`config.mk`:
```
export PLATFORM = sky130hd
export DESIGN_NAME = regulator_startup_sequencer
export DESIGN_NICKNAME = d
export VERILOG_FILES = /design/src/design/regulator_startup_sequencer_pkg.sv /design/src/design/stage_if.sv /design/src/design/input_sync.sv /design/src/design/stage_decoder.sv /design/src/design/regulator_startup_sequencer.sv
export VERILOG_INCLUDE_DIRS = /design/src /design/src/design
export SDC_FILE = /design/constraint.sdc
export NUM_CORES = 1
export LEC_CHECK = 0
export ABC_AREA = 1
export BUFFER_PORTS_ARGS = -buffer_cell sky130_fd_sc_hd__buf_4
export CAP_MARGIN = 20
export CELL_PAD_IN_SITES_DETAIL_PLACEMENT = 0
export CELL_PAD_IN_SITES_GLOBAL_PLACEMENT = 1
export CORE_AREA = 2 2 118 120
export CTS_CLUSTER_DIAMETER = 120
export DETAILED_ROUTE_END_ITERATION = 12
export DIE_AREA = 0 0 120 122
export PLACE_DENSITY_LB_ADDON = 0.1
export REMOVE_ABC_BUFFERS = 1
export SYNTH_ARGS = -nofsm -noshare
export SYNTH_HDL_FRONTEND = slang
export SYNTH_SLANG_ARGS = --single-unit
export TNS_END_PERCENT = 50
```
`constraint.sdc`:
```
create_clock -name clk -period 2.87 [get_ports clk]
set_clock_uncertainty 0.05 [all_clocks]
set_input_delay 0.574 -clock clk [delete_from_list [all_inputs] [get_ports clk]]
set_output_delay 0.574 -clock clk [all_outputs]
set_load 0.01 [all_outputs]
```
`src/design/regulator_startup_sequencer_cfg.svh`:
```
// register map, field positions, reset values and timing counts of the start-up sequencer
`ifndef REGULATOR_STARTUP_SEQUENCER_CFG_SVH
`define REGULATOR_STARTUP_SEQUENCER_CFG_SVH
// register byte offsets
`define REG_CTRL 8'h00
`define REG_STATUS 8'h04
`define REG_IRQ_STS 8'h08
`define REG_IRQ_MASK 8'h0c
// control fields
`define CTRL_SW_EN 0
`define CTRL_RST_SW_EN 1'b1
// status fields
`define STS_STATE_LSB 0
`define STS_PG 3
`define STS_SLEEP 4
`define STS_EN 5
`define STS_GATE 6
`define STS_RAMP 7
`define STS_SEL_LSB 8
// interrupt status and mask fields
`define IRQ_PG_RISE 0
`define IRQ_PG_FALL 1
`define IRQ_DISCH 2
`define IRQ_RAMP_DONE 3
`define IRQ_W 4
`define IRQ_RST_MASK 4'h0
// timing: system clock and switching oscillator rates
`define CLK_FREQ_KHZ 50000
`define OSC_FREQ_KHZ 500
`define OSC_DIV_CYC (`CLK_FREQ_KHZ / `OSC_FREQ_KHZ)
// counts in oscillator cycles
`define START_TICKS 32
`define DISCH_TICKS 256
`define PG_DELAY_TICKS 64
// stage masks per selection
`define STAGE_N 10
`define STAGE_MASK_10 10'h03ff
`define STAGE_MASK_4 10'h0078
`define STAGE_MASK_2 10'h0030
`define STAGE_MASK_OFF 10'h0000
`endif

```
`src/design/regulator_startup_sequencer_pkg.sv`:
```
// types shared by the start-up sequencer modules
package regulator_startup_sequencer_pkg;
  // gray coded along off, delay, ramp, pg delay, run, discharge
  typedef enum logic [2:0] {
    ST_OFF = 3'h0,
    ST_DELAY = 3'h1,
    ST_RAMP = 3'h3,
    ST_PGDLY = 3'h2,
    ST_RUN = 3'h6,
    ST_DISCH = 3'h7
  } seq_state_t;
  typedef enum logic [1:0] {
    SEL_TEN = 2'h0,
    SEL_FOUR = 2'h1,
    SEL_TWO = 2'h2,
    SEL_SLEEP = 2'h3
  } stage_sel_t;
  typedef enum logic [1:0] {
    RESP_OKAY = 2'h0,
    RESP_SLVERR = 2'h2
  } axi_resp_t;
endpackage

```
`src/design/stage_if.sv`:
```
// stage selection carrier between sequencer and stage decoder
`timescale 1ns/10ps
`default_nettype none
interface stage_if;
  logic [1:0] sel;
  logic [9:0] mask;
  logic sleep;
  modport dec (input sel, output mask, output sleep);
  modport user (output sel, input mask, input sleep);
endinterface
`default_nettype wire

```
`src/design/input_sync.sv`:
```
// two-flop synchroniser bank for asynchronous pins
`timescale 1ns/10ps
`default_nettype none
module input_sync #(
  parameter int W = 1
) (
  input wire logic clk,
  input wire logic rst_n,
  input wire logic [W-1:0] d,
  output logic [W-1:0] q
);
  typedef struct packed {
    logic [W-1:0] s1;
    logic [W-1:0] s2;
  } sync_t;
  sync_t r_q;
  sync_t r_d;
  // first stage feeds only the second stage
  always_comb
  begin
    r_d.s1 = d;
    r_d.s2 = r_q.s1;
  end
  always_ff @(posedge clk or negedge rst_n)
  begin
    if (!rst_n)
      r_q <= '0;
    else
      r_q <= r_d;
  end
  assign q = r_q.s2;
endmodule
`default_nettype wire

```
`src/design/stage_decoder.sv`:
```
// decodes the two select pins into per-stage drive enables
`timescale 1ns/10ps
`default_nettype none
`include "regulator_startup_sequencer_cfg.svh"
module stage_decoder
  import regulator_startup_sequencer_pkg::*;
(
  stage_if.dec sif
);
  logic [9:0] sel_mask;
  // whole-mask choice; sensing stages sit in every non-sleep mask
  always_comb
  begin
    case (stage_sel_t'(sif.sel))
      SEL_TEN: sel_mask = `STAGE_MASK_10;
      SEL_FOUR: sel_mask = `STAGE_MASK_4;
      SEL_TWO: sel_mask = `STAGE_MASK_2;
      default: sel_mask = `STAGE_MASK_OFF;
    endcase
  end
  // one enable per stage
  for (genvar i = 0; i < `STAGE_N; i++)
  begin : g_stage
    assign sif.mask[i] = sel_mask[i];
  end
  assign sif.sleep = (sif.sel == SEL_SLEEP);
endmodule
`default_nettype wire

```
`src/design/regulator_startup_sequencer.sv`:
```
// start-up and shutdown sequencer of a buck regulator with axi4-lite registers
`timescale 1ns/10ps
`default_nettype none
`include "regulator_startup_sequencer_cfg.svh"
module regulator_startup_sequencer
  import regulator_startup_sequencer_pkg::*;
#(
  parameter int OSC_DIV = `OSC_DIV_CYC,
  parameter int START_TICKS = `START_TICKS,
  parameter int DISCH_TICKS = `DISCH_TICKS,
  parameter int PG_DELAY_TICKS = `PG_DELAY_TICKS
) (
  input wire logic clk,
  input wire logic arst_n,
  input wire logic enable_in,
  input wire logic gate_cmp,
  input wire logic ramp_done_cmp,
  input wire logic stage_select_a,
  input wire logic stage_select_b,
  output logic output_ok_flag,
  output logic output_ok_flag_oe,
  output logic [9:0] phase_output_en,
  output logic ramp_discharge,
  output logic ramp_charge,
  output logic gate_sink_on,
  output logic stage_sleep,
  output logic irq,
  input wire logic [7:0] s_axi_awaddr,
  input wire logic s_axi_awvalid,
  output logic s_axi_awready,
  input wire logic [31:0] s_axi_wdata,
  input wire logic [3:0] s_axi_wstrb,
  input wire logic s_axi_wvalid,
  output logic s_axi_wready,
  output logic [1:0] s_axi_bresp,
  output logic s_axi_bvalid,
  input wire logic s_axi_bready,
  input wire logic [7:0] s_axi_araddr,
  input wire logic s_axi_arvalid,
  output logic s_axi_arready,
  output logic [31:0] s_axi_rdata,
  output logic [1:0] s_axi_rresp,
  output logic s_axi_rvalid,
  input wire logic s_axi_rready
);
  localparam logic [15:0] DIV_LAST = 16'(OSC_DIV - 1);
  localparam logic [15:0] START_LAST = 16'(START_TICKS - 1);
  localparam logic [15:0] DISCH_LAST = 16'(DISCH_TICKS - 1);
  localparam logic [15:0] PGDLY_LAST = 16'(PG_DELAY_TICKS - 1);

  typedef struct packed {
    seq_state_t st;
    logic [15:0] div;
    logic tick;
    logic [15:0] cnt;
    logic pg_rel;
    logic disch;
    logic charge;
    logic sink;
    logic [9:0] stage_en;
    logic sleep;
    logic sw_en;
    logic [`IRQ_W-1:0] irq_sts;
    logic [`IRQ_W-1:0] irq_msk;
    logic irq;
    logic aw_hold;
    logic w_hold;
    logic [7:0] awaddr;
    logic [31:0] wdata;
    logic [3:0] wstrb;
    logic awready;
    logic wready;
    logic bvalid;
    logic [1:0] bresp;
    logic arready;
    logic rvalid;
    logic [31:0] rdata;
    logic [1:0] rresp;
  } seq_t;

  seq_t q;
  seq_t n;
  logic [1:0] rst_sync_q;
  logic rst_n;
  logic [4:0] pins_s;
  logic en_s;
  logic gate_s;
  logic ramp_s;
  logic go;
  logic active_n;
  logic [`IRQ_W-1:0] ev;
  logic [`IRQ_W-1:0] clr;
  logic [31:0] rd_word;
  logic rd_ok;
  stage_if sif ();

  // reset release through two flops; assertion is asynchronous
  always_ff @(posedge clk or negedge arst_n)
  begin
    if (!arst_n)
      rst_sync_q <= 2'h0;
    else
      rst_sync_q <= {rst_sync_q[0], 1'b1};
  end
  assign rst_n = rst_sync_q[1];

  // all pins come from outside the clock domain
  input_sync #(
    .W(5)
  ) u_sync (
    .clk(clk),
    .rst_n(rst_n),
    .d({stage_select_b, stage_select_a, ramp_done_cmp, gate_cmp, enable_in}),
    .q(pins_s)
  );
  assign en_s = pins_s[0];
  assign gate_s = pins_s[1];
  assign ramp_s = pins_s[2];
  assign sif.sel = pins_s[4:3];

  stage_decoder u_dec (
    .sif(sif)
  );

  // register read mux
  always_comb
  begin
    rd_word = 32'h0000_0000;
    rd_ok = 1'b1;
    case (s_axi_araddr)
      `REG_CTRL: rd_word[`CTRL_SW_EN] = q.sw_en;
      `REG_STATUS:
      begin
        rd_word[`STS_STATE_LSB +: 3] = q.st;
        rd_word[`STS_PG] = q.pg_rel;
        rd_word[`STS_SLEEP] = q.sleep;
        rd_word[`STS_EN] = en_s;
        rd_word[`STS_GATE] = gate_s;
        rd_word[`STS_RAMP] = ramp_s;
        rd_word[`STS_SEL_LSB +: 2] = sif.sel;
      end
      `REG_IRQ_STS: rd_word[`IRQ_W-1:0] = q.irq_sts;
      `REG_IRQ_MASK: rd_word[`IRQ_W-1:0] = q.irq_msk;
      default: rd_ok = 1'b0;
    endcase
  end

  // next state of sequencer, register file and bus slave
  always_comb
  begin
    n = q;
    ev = '0;
    clr = '0;
    // start needs enable and gate comparator together
    go = en_s & gate_s & q.sw_en;
    // oscillator cycle enable; all sequencer counts step on it
    n.tick = 1'b0;
    if (q.div >= DIV_LAST)
    begin
      n.div = 16'h0000;
      n.tick = 1'b1;
    end
    else
      n.div = q.div + 16'h0001;
    if (q.tick)
      n.cnt = q.cnt + 16'h0001;
    case (q.st)
      ST_OFF:
      begin
        if (go)
        begin
          n.st = ST_DELAY;
          n.cnt = 16'h0000;
        end
      end
      ST_DELAY:
      begin
        if (!go)
        begin
          n.st = ST_DISCH;
          n.cnt = 16'h0000;
        end
        else if (q.tick && q.cnt == START_LAST)
        begin
          n.st = ST_RAMP;
          n.cnt = 16'h0000;
        end
      end
      ST_RAMP:
      begin
        if (!go)
        begin
          n.st = ST_DISCH;
          n.cnt = 16'h0000;
        end
        else if (ramp_s)
        begin
          n.st = ST_PGDLY;
          n.cnt = 16'h0000;
          ev[`IRQ_RAMP_DONE] = 1'b1;
        end
      end
      ST_PGDLY:
      begin
        if (!go)
        begin
          n.st = ST_DISCH;
          n.cnt = 16'h0000;
        end
        else if (q.tick && q.cnt == PGDLY_LAST)
          n.st = ST_RUN;
      end
      ST_RUN:
      begin
        if (!go)
        begin
          n.st = ST_DISCH;
          n.cnt = 16'h0000;
        end
      end
      ST_DISCH:
      begin
        // full discharge even if conditions return early
        if (q.tick && q.cnt == DISCH_LAST)
          n.st = ST_OFF;
      end
      default:
      begin
        n.st = ST_OFF;
        n.cnt = 16'h0000;
      end
    endcase
    if (n.st == ST_DISCH && q.st != ST_DISCH)
      ev[`IRQ_DISCH] = 1'b1;
    // output flops other than sink and sleep follow the next state so they switch with it
    active_n = (n.st == ST_RAMP) || (n.st == ST_PGDLY) || (n.st == ST_RUN);
    n.pg_rel = (n.st == ST_RUN) && en_s;
    n.disch = (n.st == ST_OFF) || (n.st == ST_DISCH);
    n.charge = active_n;
    n.sink = !gate_s;
    // stage drives only while switching; zero means high impedance
    n.stage_en = active_n ? sif.mask : 10'h000;
    n.sleep = sif.sleep;
    ev[`IRQ_PG_RISE] = n.pg_rel & ~q.pg_rel;
    ev[`IRQ_PG_FALL] = ~n.pg_rel & q.pg_rel;

    // write channel: address and data taken in either order
    if (s_axi_awvalid && q.awready)
    begin
      n.aw_hold = 1'b1;
      n.awaddr = s_axi_awaddr;
    end
    if (s_axi_wvalid && q.wready)
    begin
      n.w_hold = 1'b1;
      n.wdata = s_axi_wdata;
      n.wstrb = s_axi_wstrb;
    end
    if (q.aw_hold && q.w_hold && !q.bvalid)
    begin
      n.aw_hold = 1'b0;
      n.w_hold = 1'b0;
      n.bvalid = 1'b1;
      n.bresp = RESP_OKAY;
      // all writable fields live in byte lane 0
      case (q.awaddr)
        `REG_CTRL:
          if (q.wstrb[0])
            n.sw_en = q.wdata[`CTRL_SW_EN];
        `REG_STATUS: n.bresp = RESP_OKAY;
        `REG_IRQ_STS:
          if (q.wstrb[0])
            clr = q.wdata[`IRQ_W-1:0];
        `REG_IRQ_MASK:
          if (q.wstrb[0])
            n.irq_msk = q.wdata[`IRQ_W-1:0];
        default: n.bresp = RESP_SLVERR;
      endcase
    end
    if (q.bvalid && s_axi_bready)
      n.bvalid = 1'b0;
    n.awready = !n.aw_hold && !n.bvalid;
    n.wready = !n.w_hold && !n.bvalid;

    // read channel: one outstanding read
    if (s_axi_arvalid && q.arready)
    begin
      n.arready = 1'b0;
      n.rvalid = 1'b1;
      n.rdata = rd_word;
      n.rresp = rd_ok ? RESP_OKAY : RESP_SLVERR;
    end
    if (q.rvalid && s_axi_rready)
    begin
      n.rvalid = 1'b0;
      n.arready = 1'b1;
    end

    // sticky events; a new event beats a same-cycle clear
    n.irq_sts = (q.irq_sts & ~clr) | ev;
    n.irq = |(n.irq_sts & n.irq_msk);
  end

  always_ff @(posedge clk or negedge rst_n)
  begin
    if (!rst_n)
    begin
      q <= '0;
      q.st <= ST_OFF;
      q.disch <= 1'b1;
      q.sink <= 1'b1;
      q.sw_en <= `CTRL_RST_SW_EN;
      q.irq_msk <= `IRQ_RST_MASK;
      q.awready <= 1'b1;
      q.wready <= 1'b1;
      q.arready <= 1'b1;
    end
    else
      q <= n;
  end

  // open-drain flag: drives low until released
  assign output_ok_flag = 1'b0;
  assign output_ok_flag_oe = !q.pg_rel;
  assign phase_output_en = q.stage_en;
  assign ramp_discharge = q.disch;
  assign ramp_charge = q.charge;
  assign gate_sink_on = q.sink;
  assign stage_sleep = q.sleep;
  assign irq = q.irq;
  assign s_axi_awready = q.awready;
  assign s_axi_wready = q.wready;
  assign s_axi_bvalid = q.bvalid;
  assign s_axi_bresp = q.bresp;
  assign s_axi_arready = q.arready;
  assign s_axi_rvalid = q.rvalid;
  assign s_axi_rdata = q.rdata;
  assign s_axi_rresp = q.rresp;
endmodule
`default_nettype wire

```
==> metrics.md <==
| Metric | Value |
|---|---|
| Clk Latency, worst-skew pair | `around 0.35 ns` |
| CTS buffer count | `9` |
| Yosys top cell area share | `50.45%` |
| Max-slew headroom | `roughly two thirds` |
| Synth area leaders | `dfrtp_1 50%, nand2_1 9.3%, buf_4 7.7%` |
| Post-CTS Setup Bufs | `0` |
| CTS Sinks | `98` |
| Ant. Diodes | `0` |
| Avg WL per Cell | `12.08 um` |
| Commonest cells after routing, fill and taps aside | `113 x nand2_1, 91 x dfrtp_1, 67 x buf_4, 51 x inv_1, 41 x nor2_1` |
| Placed instance count | `about 730` |
| Root cell of the clock tree | `clkbuf_16` |
| CP max FO | `7` |
| FF-to-FF path depth | `11` |
| Slew Viols, Final | `0` |
| Die area | `approximately 15,000 sq um` |
| Synthesized netlist cell count | `around 500` |
| Cell Count, Final, Fillers Out | `about 750` |
| IO Pins | `around 120` |
| Maxcap violations | `0` |
| Pint | `approximately 2800 uW` |
| Final min period | `approximately 1.9 ns` |
| Mapped cell area | `around 4600 sq um` |
| CTS max path bufs | `2` |
| Logic pwr share | `~29%` |
| Reg-to-reg startpoint | `q[96]$_DFFE_PN1P_` |
| Status | `finished clean` |
| Syn Area/Cell | `between 9 and 10 sq um` |
| Worst Hold Class | `register to async pin` |
| Sw power | `~1500 uW` |
| Die width | `120 um` |
| Via/cell ratio | `about 4.3` |
| Largest net degree at the start of global routing | `59` |
| Slew @ Worst Pin | `a little over 0.5 ns` |
| Final setup vio count | `0` |
| Initial core utilization | `roughly a third` |
| Placer Congestion | `~0.77` |
| Overall power | `between 4000 and 5000 uW` |
| CP max stage cell | `dfstp_2` |
| CTS tree | `built` |
| Fin crit share | `around two thirds` |
| Synth warnings | `0` |
| Post-synth EDFFs | `0` |
| Final wirelength | `roughly 9000 um` |
| Top_reg_cell synth | `dfrtp_1` |
| Reg-to-reg slack, setup | `approximately 0.96 ns` |
| Row count | `43` |
| Peak supply drop | `around 0.35 mV` |
| Number of synthesized register bits | `98` |
| Post-cts repair resize count | `0` |
| Reg-to-reg critical path endpoint | `irq$_DFF_PN0_` |
| Hold Vio Cnt, Final | `0` |
| Synth cell types | `45` |
| DRC | `0` |
| PD cells | `about 800 nW/um^2` |
| First-pass GRT wire length | `15,300 um` |
| Critical path data arrival time | `about 2.1 ns` |
| Total core area | `approximately 14,000 sq um` |
| Post-DP HPWL | `6493 um` |
| Most common cell after layout, fill and taps aside | `nand2_1` |
| Final Util | `39.61%` |
| Clock H-tree levels | `3` |
| Seq pwr share | `between 40 and 50%` |
| Sw frac | `between 30% and 40%` |
| Initial antenna violation count | `0` |
| CP top delay family | `simple AND/OR/NAND/NOR gates` |
| Post-synth ARST share | `100.0%` |
| Area grow syn2layout | `17.22%` |
| Worst path max stage delay | `approximately 0.58 ns` |
| Startpoint Class | `register` |
| DRT Pass-1 Iters | `4` |
| CP Data Required Time | `roughly 3.1 ns` |
| Share of cells above drive strength 1 | `a little under a quarter` |
| Clock-pin slew on the worst setup and hold paths | `approximately 0.07 ns` |
| Leak pwr | `between 0.002 and 0.003 uW` |
| Worst path cell trace | `nand3_1 -> inv_2 -> nand2_1 -> nand2_1 -> nand2_1 -> nand2_1 -> nand3_2 -> nand3_1 -> nand2_1 -> a21boi_1 -> nand2_1` |
| Die Ht | `around 120 um` |
| Crit. End Element | `register` |
| Clock power frac | `27.1%` |
| Grt total ovfl | `0` |
| Total number of vias | `roughly 3,200` |
| Final ANT Viol Nets | `0` |
| Largest area contributor in the netlist | `dfrtp_1` |
| Final nets | `between 600 and 700` |
| Bufs and invs on worst path | `1` |
| Number of buffers added on ports | `between 60 and 70` |
| Vias in the first global route | `about 3,100` |
| Setup CP Type | `register to register` |
| Seq/Total Area, Yosys | `53.91%` |
| Most frequent CP cell | `nand2_1` |
| Fmax | `~520 MHz` |
| Initial drt markers | `181` |
| RSZ-0062 raised after global routing | `no` |
| GR Util All Layers | `13.36%` |
[state kept, by name (all words and copies together), names as in the netlist]
register / count
q: 61
s_axi_rdata: 10
u_sync.q: 5
u_sync.r_d: 5
phase_output_en: 3
rst_sync_q: 2
gate_sink_on: 1
irq: 1
ramp_charge: 1
ramp_discharge: 1
s_axi_arready: 1
s_axi_awready: 1
s_axi_bresp: 1
s_axi_bvalid: 1
s_axi_rresp: 1
s_axi_rvalid: 1
s_axi_wready: 1
stage_sleep: 1
[through the flow]
stage	instance area, sq um	setup TNS [ns]	setup slack, ns	hold slack, ns
2_1_floorplan	4309	-9.133	-0.1015	0.2284
3_3_place_gp	5061	0	0.9482	0.2763
3_5_place_dp	5061	0	0.9310	0.2742
4_1_cts	5349	0	0.9129	0.2599
5_1_grt	5349	0	0.8067	0.2616
6_report	5349	0	0.9640	0.2558
[power groups by stage]
stage | clock [uW] | combinational, uW | sequential (uW)
after floorplan | 0 | 726 | 1910
after global placement | 0 | 1240 | 1880
after detailed placement | 0 | 1240 | 1890
after CTS | 1200 | 1240 | 1860
after global routing | 1250 | 1390 | 1900
final | 1140 | 1210 | 1860
[repair_timing]
action / in CTS / in global routing
hold buffers: 1 / 0
setup endpoints to repair: 0 / 0
endpoints found under the hold margin: 2 / 0
[metal layers]
layer  global-route usage, %  vias to the layer above  share of wire [%]
li1                        -                     1641                  -
met2                   19.46                       71                 43
met1                   18.94                     1507                 51
met3                   2.528                       11                3.7
met4                   6.838                        0                2.1
met5                       0                        -                  0
[cell usage after synthesis, types with 2 or more instances]
| library cell | count |
|---|---|
| dfstp_2 | 6 |
| conb_1 | 2 |
| buf_2 | 2 |
| nor3_4 | 2 |
| xnor2_1 | 3 |
| ha_1 | 2 |
| a221oi_1 | 2 |
| nor2_4 | 3 |
| inv_1 | 51 |
| o31ai_1 | 2 |
| nand4_1 | 8 |
| and3_1 | 4 |
| nand3_2 | 5 |
| xor2_1 | 7 |
| o21ai_0 | 25 |
| a21oi_1 | 16 |
| nand2_2 | 10 |
| dfrtp_1 | 92 |
| nand3_1 | 14 |
| or2_2 | 2 |
| buf_4 | 47 |
| nand3b_1 | 2 |
| nor2_1 | 41 |
| nor3_1 | 7 |
| a21oi_2 | 2 |
| inv_2 | 5 |
| o22ai_1 | 7 |
| nand2_1 | 113 |
| nor2_2 | 3 |
[area by class of cell]
cell class                      count  area [sq um]
Clock buffer                       11         242.7
Clock inverter                      5         35.03
Fill cell                        1376          8155
Inverter                           58         219.0
Multi-Input combinational cell    327          1630
Sequential cell                    98          2464
Tap cell                          180         225.2
Timing Repair Buffer               69         533.0
[logic make-up (layout without fill, tap and decap cells)]
kind of cell	after synthesis	count (layout)	share of synthesized area [%]
buffers and inverters	109	143	13.08
other	2	35	0.1646
multiplexers	2	2	0.4661
XOR/XNOR	10	10	1.920
adder cells (fa/ha/maj)	2	2	0.5483
flip-flops	98	98	53.91
AO/OA/AOI/OAI	59	59	7.321
AND/OR/NAND/NOR	219	219	22.59
[how the worst max path moves through the flow]
stage | depth (start not counted) | to | slack [ns] | start
6_report | 11 | irq$_DFF_PN0_ | 0.96 | q[96]$_DFFE_PN1P_
5_1_grt | 10 | q[127]$_DFF_PN0_ | 0.81 | q[112]$_DFF_PN0_
4_1_cts | 11 | irq$_DFF_PN0_ | 0.91 | q[96]$_DFFE_PN1P_
3_5_place_dp | 11 | irq$_DFF_PN0_ | 0.93 | q[96]$_DFFE_PN1P_
3_3_place_gp | 11 | irq$_DFF_PN0_ | 0.95 | q[96]$_DFFE_PN1P_
2_1_floorplan | 0 | irq$_DFF_PN0_ | -0.10 | rst_sync_q[1]$_DFF_PN0_
Power figures use the tool's default switching activity.
